===== config.mk =====
export PLATFORM = sky130hd
export DESIGN_NAME = lcd_segment_duty_select
export DESIGN_NICKNAME = d
export VERILOG_FILES = /design/src/lcd_pin_pkg.sv /design/src/lcd_segment_duty_select.sv
export SDC_FILE = /design/constraint.sdc
export NUM_CORES = 1
export LEC_CHECK = 0
export BUFFER_PORTS_ARGS = -buffer_cell sky130_fd_sc_hd__clkbuf_2
export CAP_MARGIN = 15
export CORE_ASPECT_RATIO = 2
export CORE_MARGIN = 5
export CORE_UTILIZATION = 39
export DETAILED_ROUTE_END_ITERATION = 6
export GPL_TIMING_DRIVEN = 1
export PLACE_DENSITY_LB_ADDON = 0.1
export SYNTH_ARGS = -nofsm -noshare
export SYNTH_HDL_FRONTEND = slang
export SYNTH_SLANG_ARGS = --single-unit

===== constraint.sdc =====
create_clock -name core_clk -period 1.4 [get_ports core_clk]
set_clock_uncertainty 0.05 [all_clocks]
set_input_delay 0.21 -clock core_clk [delete_from_list [all_inputs] [get_ports core_clk]]
set_output_delay 0.21 -clock core_clk [all_outputs]
set_load 0.005 [all_outputs]

===== src/lcd_pin_pkg.sv =====
/*
   constants, field layout and carrier types of the lcd port control block.
   assumes a 32-bit ahb-lite register bus and four common drivers.
*/
`default_nettype none
package lcd_pin_pkg;
   localparam logic [31:0] CTRL_OFS       = 32'h0000_00c0;
   localparam logic [31:0] STATUS_OFS     = 32'h0000_00c4;
   localparam logic [7:0]  CTRL_RESET     = 8'h00;
   localparam int          DUTY_SEL_HI    = 7;
   localparam int          DUTY_SEL_LO    = 6;
   localparam int          COMMON_DUP     = 5;
   localparam int          EXPANSION_SEL  = 4;
   localparam int          SEG_RANGE_TOP  = 3;
   localparam int          SEG_PIN_COUNT  = 32;
   localparam int          SEG_GROUP_W    = 8;
   localparam int          COM_COUNT      = 4;
   localparam logic [1:0]  HTRANS_NONSEQ  = 2'h2;
   localparam logic [3:0]  RANGE_OFF      = 4'h0;

   typedef enum logic [1:0] {
      DUTY_STATIC  = 2'h0,
      DUTY_HALF    = 2'h1,
      DUTY_THIRD   = 2'h2,
      DUTY_QUARTER = 2'h3
   } duty_t;

   // phase index that each common driver follows
   typedef logic [1:0] com_phase_t;

   typedef struct packed {
      logic [SEG_PIN_COUNT-1:0] segment_pin;  // 1 = segment driver, bit 31 = top pin
      logic                     exp_en;       // top four pins carry expansion signals
      logic                     cfg_err;      // prohibited expansion/range combination
      logic [2:0]               groups;       // number of 8-pin segment groups
   } pin_cfg_t;

   typedef struct packed {
      duty_t                           duty;
      logic [COM_COUNT-1:0]            com_en;
      logic [COM_COUNT-1:0]            com_nonsel;
      com_phase_t [COM_COUNT-1:0]      com_src;
   } com_cfg_t;
endpackage
`default_nettype wire


===== src/lcd_segment_duty_select.sv =====
/*
   lcd port control register with segment/port pin selection and common
   driver duty decoding, reached over ahb-lite.
   assumes a single ahb-lite master doing whole-word single transfers and a
   waveform generator that consumes the decoded pin and common settings.
*/
// Behaviour
// - range code 0000 or 0001 without expansion leaves all pins as ports.
// - segment function grows in 8-pin steps from the top pin downward.
// - expansion puts four external driver signals on top pins; range must be 0000.
// - duty field picks static, half, third or quarter duty on commons.
// - static duty drives common 1 only, or all four alike when duplicating.
// - half duty duplicating copies common 3 to 4 and common 1 to 2.
// - third duty duplicating drives common 4 with the non-selected waveform.
`timescale 1ns/1ps
`default_nettype none
module lcd_segment_duty_select
   import lcd_pin_pkg::*;
#(
   parameter int PIN_COUNT = SEG_PIN_COUNT
) (
   input  wire logic        core_clk,    // 40 mhz system clock
   input  wire logic        rst_b,       // asynchronous reset, active low
   input  wire logic        hsel,        // slave select
   input  wire logic [31:0] haddr,       // byte address
   input  wire logic [1:0]  htrans,      // transfer type
   input  wire logic        hwrite,      // write when high
   input  wire logic [2:0]  hsize,       // transfer size, word only
   input  wire logic [31:0] hwdata,      // write data
   input  wire logic        hready,      // bus ready
   output logic             hreadyout,   // slave ready
   output logic             hresp,       // response, always okay
   output logic [31:0]      hrdata,      // read data
   output pin_cfg_t         pin_cfg,     // decoded pin functions
   output com_cfg_t         com_cfg      // decoded common drivers
);

   if (PIN_COUNT != SEG_PIN_COUNT) begin : g_bad_pins
      $error("pin count must be 32");
   end

   ////////////////////////////////////////////////////////////////////////
   // reset synchroniser

   logic rst_meta_reg;
   logic rst_n;

   always_ff @(posedge core_clk or negedge rst_b) begin
      if (!rst_b) begin
         rst_meta_reg <= 1'b0;
         rst_n        <= 1'b0;
      end else begin
         rst_meta_reg <= 1'b1;
         rst_n        <= rst_meta_reg;
      end
   end

   ////////////////////////////////////////////////////////////////////////
   // decoders

   function automatic logic [2:0] seg_groups(input logic [7:0] c);
      logic [3:0] r;
      r = c[SEG_RANGE_TOP:0];
      if (c[EXPANSION_SEL])
         seg_groups = 3'h0;
      else if (r[3])
         seg_groups = 3'h4;
      else if (r[2:1] == 2'h3)
         seg_groups = 3'h3;
      else if (r[2:1] == 2'h2)
         seg_groups = 3'h2;
      else if (r[2:1] == 2'h1)
         seg_groups = 3'h1;
      else
         seg_groups = 3'h0;
   endfunction

   function automatic pin_cfg_t decode_pins(input logic [7:0] c);
      pin_cfg_t p;
      p             = '0;
      p.groups      = seg_groups(c);
      p.exp_en      = c[EXPANSION_SEL];
      p.cfg_err     = c[EXPANSION_SEL] && (c[SEG_RANGE_TOP:0] != RANGE_OFF);
      for (int g = 0; g < SEG_PIN_COUNT / SEG_GROUP_W; g++) begin
         if (g < int'(p.groups))
            p.segment_pin[SEG_PIN_COUNT-1-g*SEG_GROUP_W -: SEG_GROUP_W] = '1;
      end
      decode_pins = p;
   endfunction

   function automatic com_cfg_t decode_com(input logic [7:0] c);
      com_cfg_t k;
      logic     dup;
      k      = '0;
      dup    = c[COMMON_DUP];
      k.duty = duty_t'({c[DUTY_SEL_HI], c[DUTY_SEL_LO]});
      unique case (k.duty)
         DUTY_STATIC: begin
            k.com_en  = dup ? 4'hf : 4'h1;
            k.com_src = '0;
         end
         DUTY_HALF: begin
            k.com_en  = dup ? 4'hf : 4'h3;
            k.com_src = dup ? {2'h1, 2'h1, 2'h0, 2'h0} : {2'h0, 2'h0, 2'h1, 2'h0};
         end
         DUTY_THIRD: begin
            k.com_en     = dup ? 4'hf : 4'h7;
            k.com_nonsel = dup ? 4'h8 : 4'h0;
            k.com_src    = {2'h0, 2'h2, 2'h1, 2'h0};
         end
         DUTY_QUARTER: begin
            k.com_en  = 4'hf;
            k.com_src = {2'h3, 2'h2, 2'h1, 2'h0};
         end
      endcase
      decode_com = k;
   endfunction

   ////////////////////////////////////////////////////////////////////////
   // ahb-lite slave

   logic       acc;
   logic       wr_ctrl_reg;
   logic [7:0] ctrl_reg;
   logic [7:0] ctrl_next;
   logic [31:0] rd_next;
   pin_cfg_t   st_next;

   assign acc       = hsel && hready && (htrans == HTRANS_NONSEQ || htrans == 2'h3);
   assign hreadyout = 1'b1;
   assign hresp     = 1'b0;

   always_ff @(posedge core_clk or negedge rst_n) begin
      if (!rst_n)
         wr_ctrl_reg <= 1'b0;
      else if (hready)
         wr_ctrl_reg <= acc && hwrite && (haddr == CTRL_OFS);
   end

   always_comb begin
      ctrl_next = ctrl_reg;
      if (wr_ctrl_reg && hready)
         ctrl_next = hwdata[7:0];
   end

   // read data forwards a write completing in this cycle
   always_comb begin
      st_next = decode_pins(ctrl_next);
      rd_next = 32'h0000_0000;
      if (acc && !hwrite) begin
         if (haddr == CTRL_OFS)
            rd_next = {24'h00_0000, ctrl_next};
         else if (haddr == STATUS_OFS)
            rd_next = {27'h000_0000, st_next.cfg_err, st_next.exp_en, st_next.groups};
      end
   end

   always_ff @(posedge core_clk or negedge rst_n) begin
      if (!rst_n)
         hrdata <= 32'h0000_0000;
      else if (hready)
         hrdata <= rd_next;
   end

   ////////////////////////////////////////////////////////////////////////
   // control register and decoded outputs

   // outputs leave reset showing the decode of the reset value
   localparam pin_cfg_t PIN_RESET = decode_pins(CTRL_RESET);
   localparam com_cfg_t COM_RESET = decode_com(CTRL_RESET);

   always_ff @(posedge core_clk or negedge rst_n) begin
      if (!rst_n)
         ctrl_reg <= CTRL_RESET;
      else
         ctrl_reg <= ctrl_next;
   end

   always_ff @(posedge core_clk or negedge rst_n) begin
      if (!rst_n)
         pin_cfg <= PIN_RESET;
      else
         pin_cfg <= decode_pins(ctrl_next);
   end

   always_ff @(posedge core_clk or negedge rst_n) begin
      if (!rst_n)
         com_cfg <= COM_RESET;
      else
         com_cfg <= decode_com(ctrl_next);
   end

   ////////////////////////////////////////////////////////////////////////
   // assertions

   // pin selection
   a_all_ports: assert property (@(posedge core_clk) disable iff (!rst_n)
      (!ctrl_reg[EXPANSION_SEL] && ctrl_reg[SEG_RANGE_TOP:1] == 3'h0) |->
      (pin_cfg.segment_pin == 32'h0000_0000 && !pin_cfg.exp_en))
      else $error("pins not all ports");

   a_seg_first: assert property (@(posedge core_clk) disable iff (!rst_n)
      (!ctrl_reg[EXPANSION_SEL] && ctrl_reg[SEG_RANGE_TOP:1] == 3'h1) |->
      pin_cfg.segment_pin == 32'hff00_0000)
      else $error("range 001x not top 8 pins");

   a_seg_steps: assert property (@(posedge core_clk) disable iff (!rst_n)
      (!ctrl_reg[EXPANSION_SEL] && ctrl_reg[SEG_RANGE_TOP:1] == 3'h2) |->
      pin_cfg.segment_pin == 32'hffff_0000)
      else $error("range 010x not top 16 pins");

   a_seg_three: assert property (@(posedge core_clk) disable iff (!rst_n)
      (!ctrl_reg[EXPANSION_SEL] && ctrl_reg[SEG_RANGE_TOP:1] == 3'h3) |->
      pin_cfg.segment_pin == 32'hffff_ff00)
      else $error("range 011x not top 24 pins");

   a_seg_full: assert property (@(posedge core_clk) disable iff (!rst_n)
      (!ctrl_reg[EXPANSION_SEL] && ctrl_reg[SEG_RANGE_TOP]) |->
      (pin_cfg.segment_pin == 32'hffff_ffff && pin_cfg.groups == 3'h4))
      else $error("range 1xxx not all segments");

   a_exp_pins: assert property (@(posedge core_clk) disable iff (!rst_n)
      ctrl_reg[EXPANSION_SEL] |-> (pin_cfg.exp_en && pin_cfg.segment_pin == 32'h0000_0000
      && pin_cfg.cfg_err == (ctrl_reg[SEG_RANGE_TOP:0] != RANGE_OFF)))
      else $error("expansion pin selection wrong");

   a_status_read: assert property (@(posedge core_clk) disable iff (!rst_n)
      (acc && !hwrite && haddr == STATUS_OFS && !wr_ctrl_reg) |=> hrdata ==
      {27'h000_0000, $past(pin_cfg.cfg_err), $past(pin_cfg.exp_en), $past(pin_cfg.groups)})
      else $error("status read back wrong");

   // common drivers
   a_quarter_com: assert property (@(posedge core_clk) disable iff (!rst_n)
      (com_cfg.duty == DUTY_QUARTER) |-> (com_cfg.com_en == 4'hf && com_cfg.com_src == 8'he4
      && ctrl_reg[DUTY_SEL_HI:DUTY_SEL_LO] == 2'h3))
      else $error("quarter duty commons wrong");

   a_half_plain: assert property (@(posedge core_clk) disable iff (!rst_n)
      (ctrl_reg[DUTY_SEL_HI:COMMON_DUP] == 3'h2) |->
      (com_cfg.com_en == 4'h3 && com_cfg.com_src == 8'h04 && com_cfg.duty == DUTY_HALF))
      else $error("half duty commons wrong");

   a_third_plain: assert property (@(posedge core_clk) disable iff (!rst_n)
      (ctrl_reg[DUTY_SEL_HI:COMMON_DUP] == 3'h4) |->
      (com_cfg.com_en == 4'h7 && com_cfg.com_src == 8'h24 && com_cfg.duty == DUTY_THIRD))
      else $error("third duty commons wrong");

   a_static_com: assert property (@(posedge core_clk) disable iff (!rst_n)
      (ctrl_reg[DUTY_SEL_HI:DUTY_SEL_LO] == 2'h0) |->
      (com_cfg.com_en == (ctrl_reg[COMMON_DUP] ? 4'hf : 4'h1) && com_cfg.com_src == 8'h00))
      else $error("static commons wrong");

   a_half_dup: assert property (@(posedge core_clk) disable iff (!rst_n)
      (ctrl_reg[DUTY_SEL_HI:COMMON_DUP] == 3'h3) |->
      (com_cfg.com_en == 4'hf && com_cfg.com_src == 8'h50))
      else $error("half duty duplication wrong");

   a_third_dup: assert property (@(posedge core_clk) disable iff (!rst_n)
      (ctrl_reg[DUTY_SEL_HI:COMMON_DUP] == 3'h5) |->
      (com_cfg.com_nonsel == 4'h8 && com_cfg.com_en == 4'hf))
      else $error("third duty common 4 not non-selected");

   a_nonsel_only: assert property (@(posedge core_clk) disable iff (!rst_n)
      (ctrl_reg[DUTY_SEL_HI:COMMON_DUP] != 3'h5) |->
      com_cfg.com_nonsel == 4'h0)
      else $error("non-selected common outside third duty");

   // register bus
   a_write_takes: assert property (@(posedge core_clk) disable iff (!rst_n)
      (acc && hwrite && haddr == CTRL_OFS) ##1 hready |=>
      (ctrl_reg == $past(hwdata[7:0]) && pin_cfg == decode_pins($past(hwdata[7:0]))))
      else $error("write to control not applied");

   a_read_back: assert property (@(posedge core_clk) disable iff (!rst_n)
      (acc && !hwrite && haddr == CTRL_OFS && !wr_ctrl_reg) |=>
      hrdata == {24'h00_0000, $past(ctrl_reg)})
      else $error("control read back wrong");

   a_ctrl_hold: assert property (@(posedge core_clk) disable iff (!rst_n)
      !wr_ctrl_reg |=>
      $stable(ctrl_reg))
      else $error("control changed without a write");

   a_rd_unmapped: assert property (@(posedge core_clk) disable iff (!rst_n)
      (acc && !hwrite && haddr != CTRL_OFS && haddr != STATUS_OFS) |=>
      hrdata == 32'h0000_0000)
      else $error("unmapped read not zero");

   a_hrdata_idle: assert property (@(posedge core_clk) disable iff (!rst_n)
      (hready && !(acc && !hwrite)) |=>
      hrdata == 32'h0000_0000)
      else $error("read data not cleared after transfer");

   c_write_ctrl: cover property (@(posedge core_clk) disable iff (!rst_n)
      acc && hwrite && haddr == CTRL_OFS);
   c_expansion: cover property (@(posedge core_clk) disable iff (!rst_n) pin_cfg.exp_en);
   c_third_dup: cover property (@(posedge core_clk) disable iff (!rst_n) com_cfg.com_nonsel[3]);
   c_all_seg: cover property (@(posedge core_clk) disable iff (!rst_n) pin_cfg.groups == 3'h4);
   c_half_dup: cover property (@(posedge core_clk) disable iff (!rst_n)
      com_cfg.duty == DUTY_HALF && com_cfg.com_en == 4'hf);

endmodule // lcd_segment_duty_select
`default_nettype wire


Word level (Yosys, flattened, before mapping). Cells that the tools add are included.

Bits of input ports: 74. Word-level logic and storage cells: 62. Output and inout port bits: 89. Flip-flop bits (word level): 98.

$lt $le $gt $ge: 4. Reduce and logical (&&, ||, !) cells: 11. Equality and inequality tests: 10. Muxes and demuxes: 21.

Operators by type and width (count): 32-bit by 8-bit == test with 1-bit output (second input constant) (2); 8-bit two-way mux (7); 8-bit case mux with 4 select lines (1); 4-bit two-way mux (5); 4-bit case mux with 4 select lines (1); 2-bit == test (second input constant) (6); 1-bit logical AND (7); 7-bit two-way mux (1); 1-bit by 3-bit < comparator with 1-bit output (first input constant) (2); 2-bit by 3-bit < comparator with 1-bit output (first input constant) (2); 3-bit two-way mux (2); 5-bit two-way mux (1); 2-bit by 1-bit == test with 1-bit output (second input constant) (2); 2-bit two-way mux (2); 4-bit nonzero test (1); 2-bit logical NOT (1); 1-bit logical NOT (1); 1-bit logical OR (1); 1-bit two-way mux (1).

Logic depth before layout (Yosys ltp).
Depth after elaboration: 11. Depth in mapped cells: 6. Depth with buffers taken out: 4.

Worst setup path before layout. No wires, ideal clock.

Path kind: register to register. From: register wr_ctrl_reg. To: register com_cfg[15] (netlist name). Setup slack: -44 ps. Stages on the path, launching flop included: 5. Setup time: 149 ps. Required time: 1201 ps. Path buffers: 1. Data arrival time: 1245 ps. Path through: dfrtp_1 buf_2 nand2_2 mux2i_2 o21ai_0.

Longest elaborated chain between the ends: 4. Elaborated cells on any way between the ends: 10. Classes of those cells: eq/ne: 3; mux: 5; reduce/logical: 2.

Ends and longest elaborated chain: from (decl) (RTL line lcd_segment_duty_select.sv:123) `logic wr_ctrl_reg;`; from (signal assigned) (RTL line lcd_segment_duty_select.sv:137) `wr_ctrl_reg <= acc && hwrite && (haddr == CTRL_OFS);`; 1-bit logical AND (*) (RTL line lcd_segment_duty_select.sv:142) `if (wr_ctrl_reg && hready)`; 8-bit two-way mux (*) (RTL line lcd_segment_duty_select.sv:142); 2-bit == test (tied with other cells) (RTL line lcd_segment_duty_select.sv:97) `unique case (k.duty)`; 4-bit case mux with 4 select lines (*) (RTL line lcd_segment_duty_select.sv:97); to (signal assigned) (RTL line lcd_segment_duty_select.sv:190) `com_cfg <= decode_com(ctrl_next);`; to (decl) (RTL line lcd_segment_duty_select.sv:35) `output com_cfg_t com_cfg`.

Mark *: on every way between the ends. The rest lies on a longest branch, timed or not. A chain may end at the register's enable or synchronous reset.

==> flow_summary.yaml <==
global_route:
  grt_usage: 0.1333
  globalRouteMet2Util: 0.2445
  grt_pass1_wl_mm: 6.775
  grt.overflow.total: 0
  grt-busiest-layer: "met2"
  antenna_found_initial: 0
  grt.met3_usage: 0.03944
  grt_use_met1: 0.1290
  grt_max_degree: 34
  grt_pass1_vias: 1490
drt:
  initialDrtViolationCount: 13
  post-route-drc-count: 0
  first_pass_iters: 4
  via_per_inst: 4.372
  wl_per_cell_microns: 12.74
  vias: 1504
  antenna_left: 0
  finalWirelength_mm: 4.383
synth:
  syn_inst: 189
  yosys_warnings: 0
  avgSynthCellArea_sq_um: 10.63
  ys_seq_area_frac: 0.4359
  synth_cell_types: 42
  synth_seq_cells: 35
  syn_area_sq_um: 2009
setup_path:
  crit_path_max_fanout: 7
  cp-end-kind: "flop"
  arrival_ps: 1560
  cp_slowest_cell: "dfrtp_2"
  critical_path_class: "reg2reg"
  cp_top_family: "flip-flops"
  cp.required_ps: 1520
  cp_slowest_stage_delay_ps: 490
  cp_num_buf_inv: 3
  crit_chain: "buf_6 > nand4bb_1 > buf_4 > a22oi_2 > buf_4 > or2_1"
  crit_top_cell: "buf_4"
  start_kind: "flop"
final_layout:
  top_register: "com_cfg"
  areaGrowthSynthToFinish_pct: 30.45
  diodes: 0
  finalNetCount: 359
  final_util: 0.5147
  layout-drive-gt1-share: 0.5664
  largest_reg_flops: 10
  design_area_sq_um: 2621
  instances_no_fill: 344
  top_regs: "com_cfg x10, hrdata x8"
timing:
  min_period_over_period: 1.030
  final-setup-viol-count: 2
  hold_viol: 0
  finalCriticalPeriod_ps: 1442
  tns_ps: -55.78
  maxSlewViolCount: 0
  fmax_mhz: 693.3
  rsz0062_at_grt: "true"
  layout_setup_ws_ps: -42.41
clocking:
  clk_latency_ps: 280
  cts_htree_levels: 2
  cts_root_buf: "clkbuf_8"
  numCtsBuffers: 5
  cts_sinks: 35
  path_clk_slew_ps: 70
  clk_path_buf_depth: 2
  tritoncts: "done"
place:
  place_worst_setup_slack_ps: -236.4
  placement.io_buffers: 101
  dpl.hpwl_mm: 3.668
  dpl-instance-area_sq_um: 2366
  gp_congestion: 0.8264
  dp.cells: 330
pwr:
  cellPowerDensity_nw_per_um2: 994.4
  ir_drop_v: 0.0007673
  leakage_nw: 1.488
floorplan:
  fp-row-count: 37
  die_w_microns: 60.76
  coreArea_sq_um: 5092
  dieArea_sq_um: 6775
  die_h_microns: 111.5
  initial_core_util: 0.3946
  ios: 163
status:
  status: "finished with violations"
  violations: "setup timing"
worst_hold_path:
  hold_class: "in2reg"
job:
  drv_cap: 0
==> repair_timing <==
item / CTS / global route
pin swaps: 9 / 7
setup endpoints to repair: 20 / 12
setup buffers: 4 / 1
hold buffers: 1 / 0
hold endpoints to repair: 2 / 0
gates resized for setup: 9 / 11
==> cells by family after synthesis <==
kind of cell | after synthesis | share of synthesized area
other cells | 2 | 0.003737
flops | 35 | 0.4359
simple gates | 37 | 0.1314
compound gates | 19 | 0.08406
mux | 11 | 0.06289
buf+inv | 85 | 0.2821
==> Yosys cell counts <==
cell       count  area [sq um]
nand2_1        4         15.01
o22ai_1        5         31.28
nand4_4        1         21.27
a31oi_1        1         6.260
and2_1         1         6.260
a22oi_1        2         15.01
and4b_1        1         10.01
a21oi_1        1         5.000
nand3_1        3         15.01
nand4_1        1         6.260
o21ai_1        1         5.000
or4_4          2         22.52
buf_1          1         3.750
inv_1         13         48.80
mux2_1         3         33.78
a211o_1        1         8.760
nand2_2        1         6.260
o32ai_2        1         16.27
inv_2          3         11.26
a21o_1         1         7.510
nor2_1         3         11.26
nor4_1         5         31.28
o21ai_0        1         5.000
dfrtp_1       35         875.8
nor3_4         1         16.27
mux2i_1        4         40.04
a21bo_2        1         10.01
nand2b_1       4         25.02
buf_4         65         488.0
nor3_1         3         15.01
mux2i_2        3         41.29
nor4b_1        2         17.52
buf_2          3         15.01
or2_1          1         6.260
or4b_1         1         10.01
mux2_2         1         11.26
conb_1         2         7.510
nand4bb_1      1         11.26
nand4b_1       1         8.760
and4_1         1         8.760
a21bo_1        1         10.01
o41ai_2        3         48.80
==> layout by cell type (no fill, tap or decap), types with 2 or more instances in the layout <==
master    Yosys  routed
clkbuf_8      0       6
inv_1        13      13
buf_6         0       4
o22ai_2       0       2
dfrtp_1      35      34
nor4b_1       2       2
buf_4        65      20
o41ai_2       3       3
nor2_1        3       3
mux2_1        3       3
mux2i_1       4       3
nand2_1       4       3
nand3_1       3       3
nand2b_1      4       4
o22ai_1       5       3
nor4_1        5       4
a22oi_2       0       2
or4_4         2       2
nor3_1        3       2
clkbuf_2      0     101
inv_2         3       3
conb_1        2      34
mux2i_4       0       3
==> per-layer routing <==
metal	share of wire	vias to the layer above	wire, microns
li1	-	730	-
met1	0.31	672	1347
met2	0.54	95	2377
met3	0.13	7	574
met4	0.019	0	85
met5	0	-	0
==> power by group <==
part           internal (mW)  leakage, nW  total [mW]  switching (mW)
Clock                  0.576       0.0612       0.939           0.363
Sequential              1.08        0.462        1.13          0.0497
Combinational          0.282        0.965       0.539           0.257
Total                   1.94         1.49        2.61           0.670
==> worst paths after layout <==
check / slack, ps / endpoint / from / cells after the start
max: -40 / pin_cfg[33]$_DFF_PN0_ / wr_ctrl_reg$_DFFE_PN0P_ / 6
min: 140 / ctrl_reg[6]$_DFF_PN0_ / hwdata[6] / 3
max reg2reg: -40 / pin_cfg[33]$_DFF_PN0_ / wr_ctrl_reg$_DFFE_PN0P_ / 6
min reg2reg: 210 / hrdata[7]$_DFFE_PN0P_ / rst_n$_DFF_PN0_ / 1
max in group asynchronous: 760 / wr_ctrl_reg$_DFFE_PN0P_ / rst_n$_DFF_PN0_ / 1
min in group asynchronous: 190 / rst_n$_DFF_PN0_ / rst_b / 2
==> worst register-to-register path, stage by stage (launching register included) <==
cell       delay [ps]
dfrtp_2           490
buf_6             150
nand4bb_1         130
buf_4             130
a22oi_2            50
buf_4             140
or2_1             190
==> area by class of cell <==
| class | instances | area [sq um] |
|---|---|---|
| Clock buffer | 6 | 82.58 |
| Clock inverter | 2 | 35.03 |
| Fill cell | 494 | 2471 |
| Inverter | 16 | 60.06 |
| Multi-Input combinational cell | 101 | 783.3 |
| Sequential cell | 35 | 877.1 |
| Tap cell | 58 | 72.57 |
| Timing Repair Buffer | 126 | 710.7 |
==> through the flow <==
step / hold slack [ps] / power (mW)
floorplan: -135.6 / 1.554
global placement: -54.15 / 1.647
detailed placement: -52.89 / 1.651
CTS: 125.5 / 2.631
global route: 151.6 / 2.744
finish: 143.0 / 2.607
No activity file was read; power rests on OpenSTA's default activity.
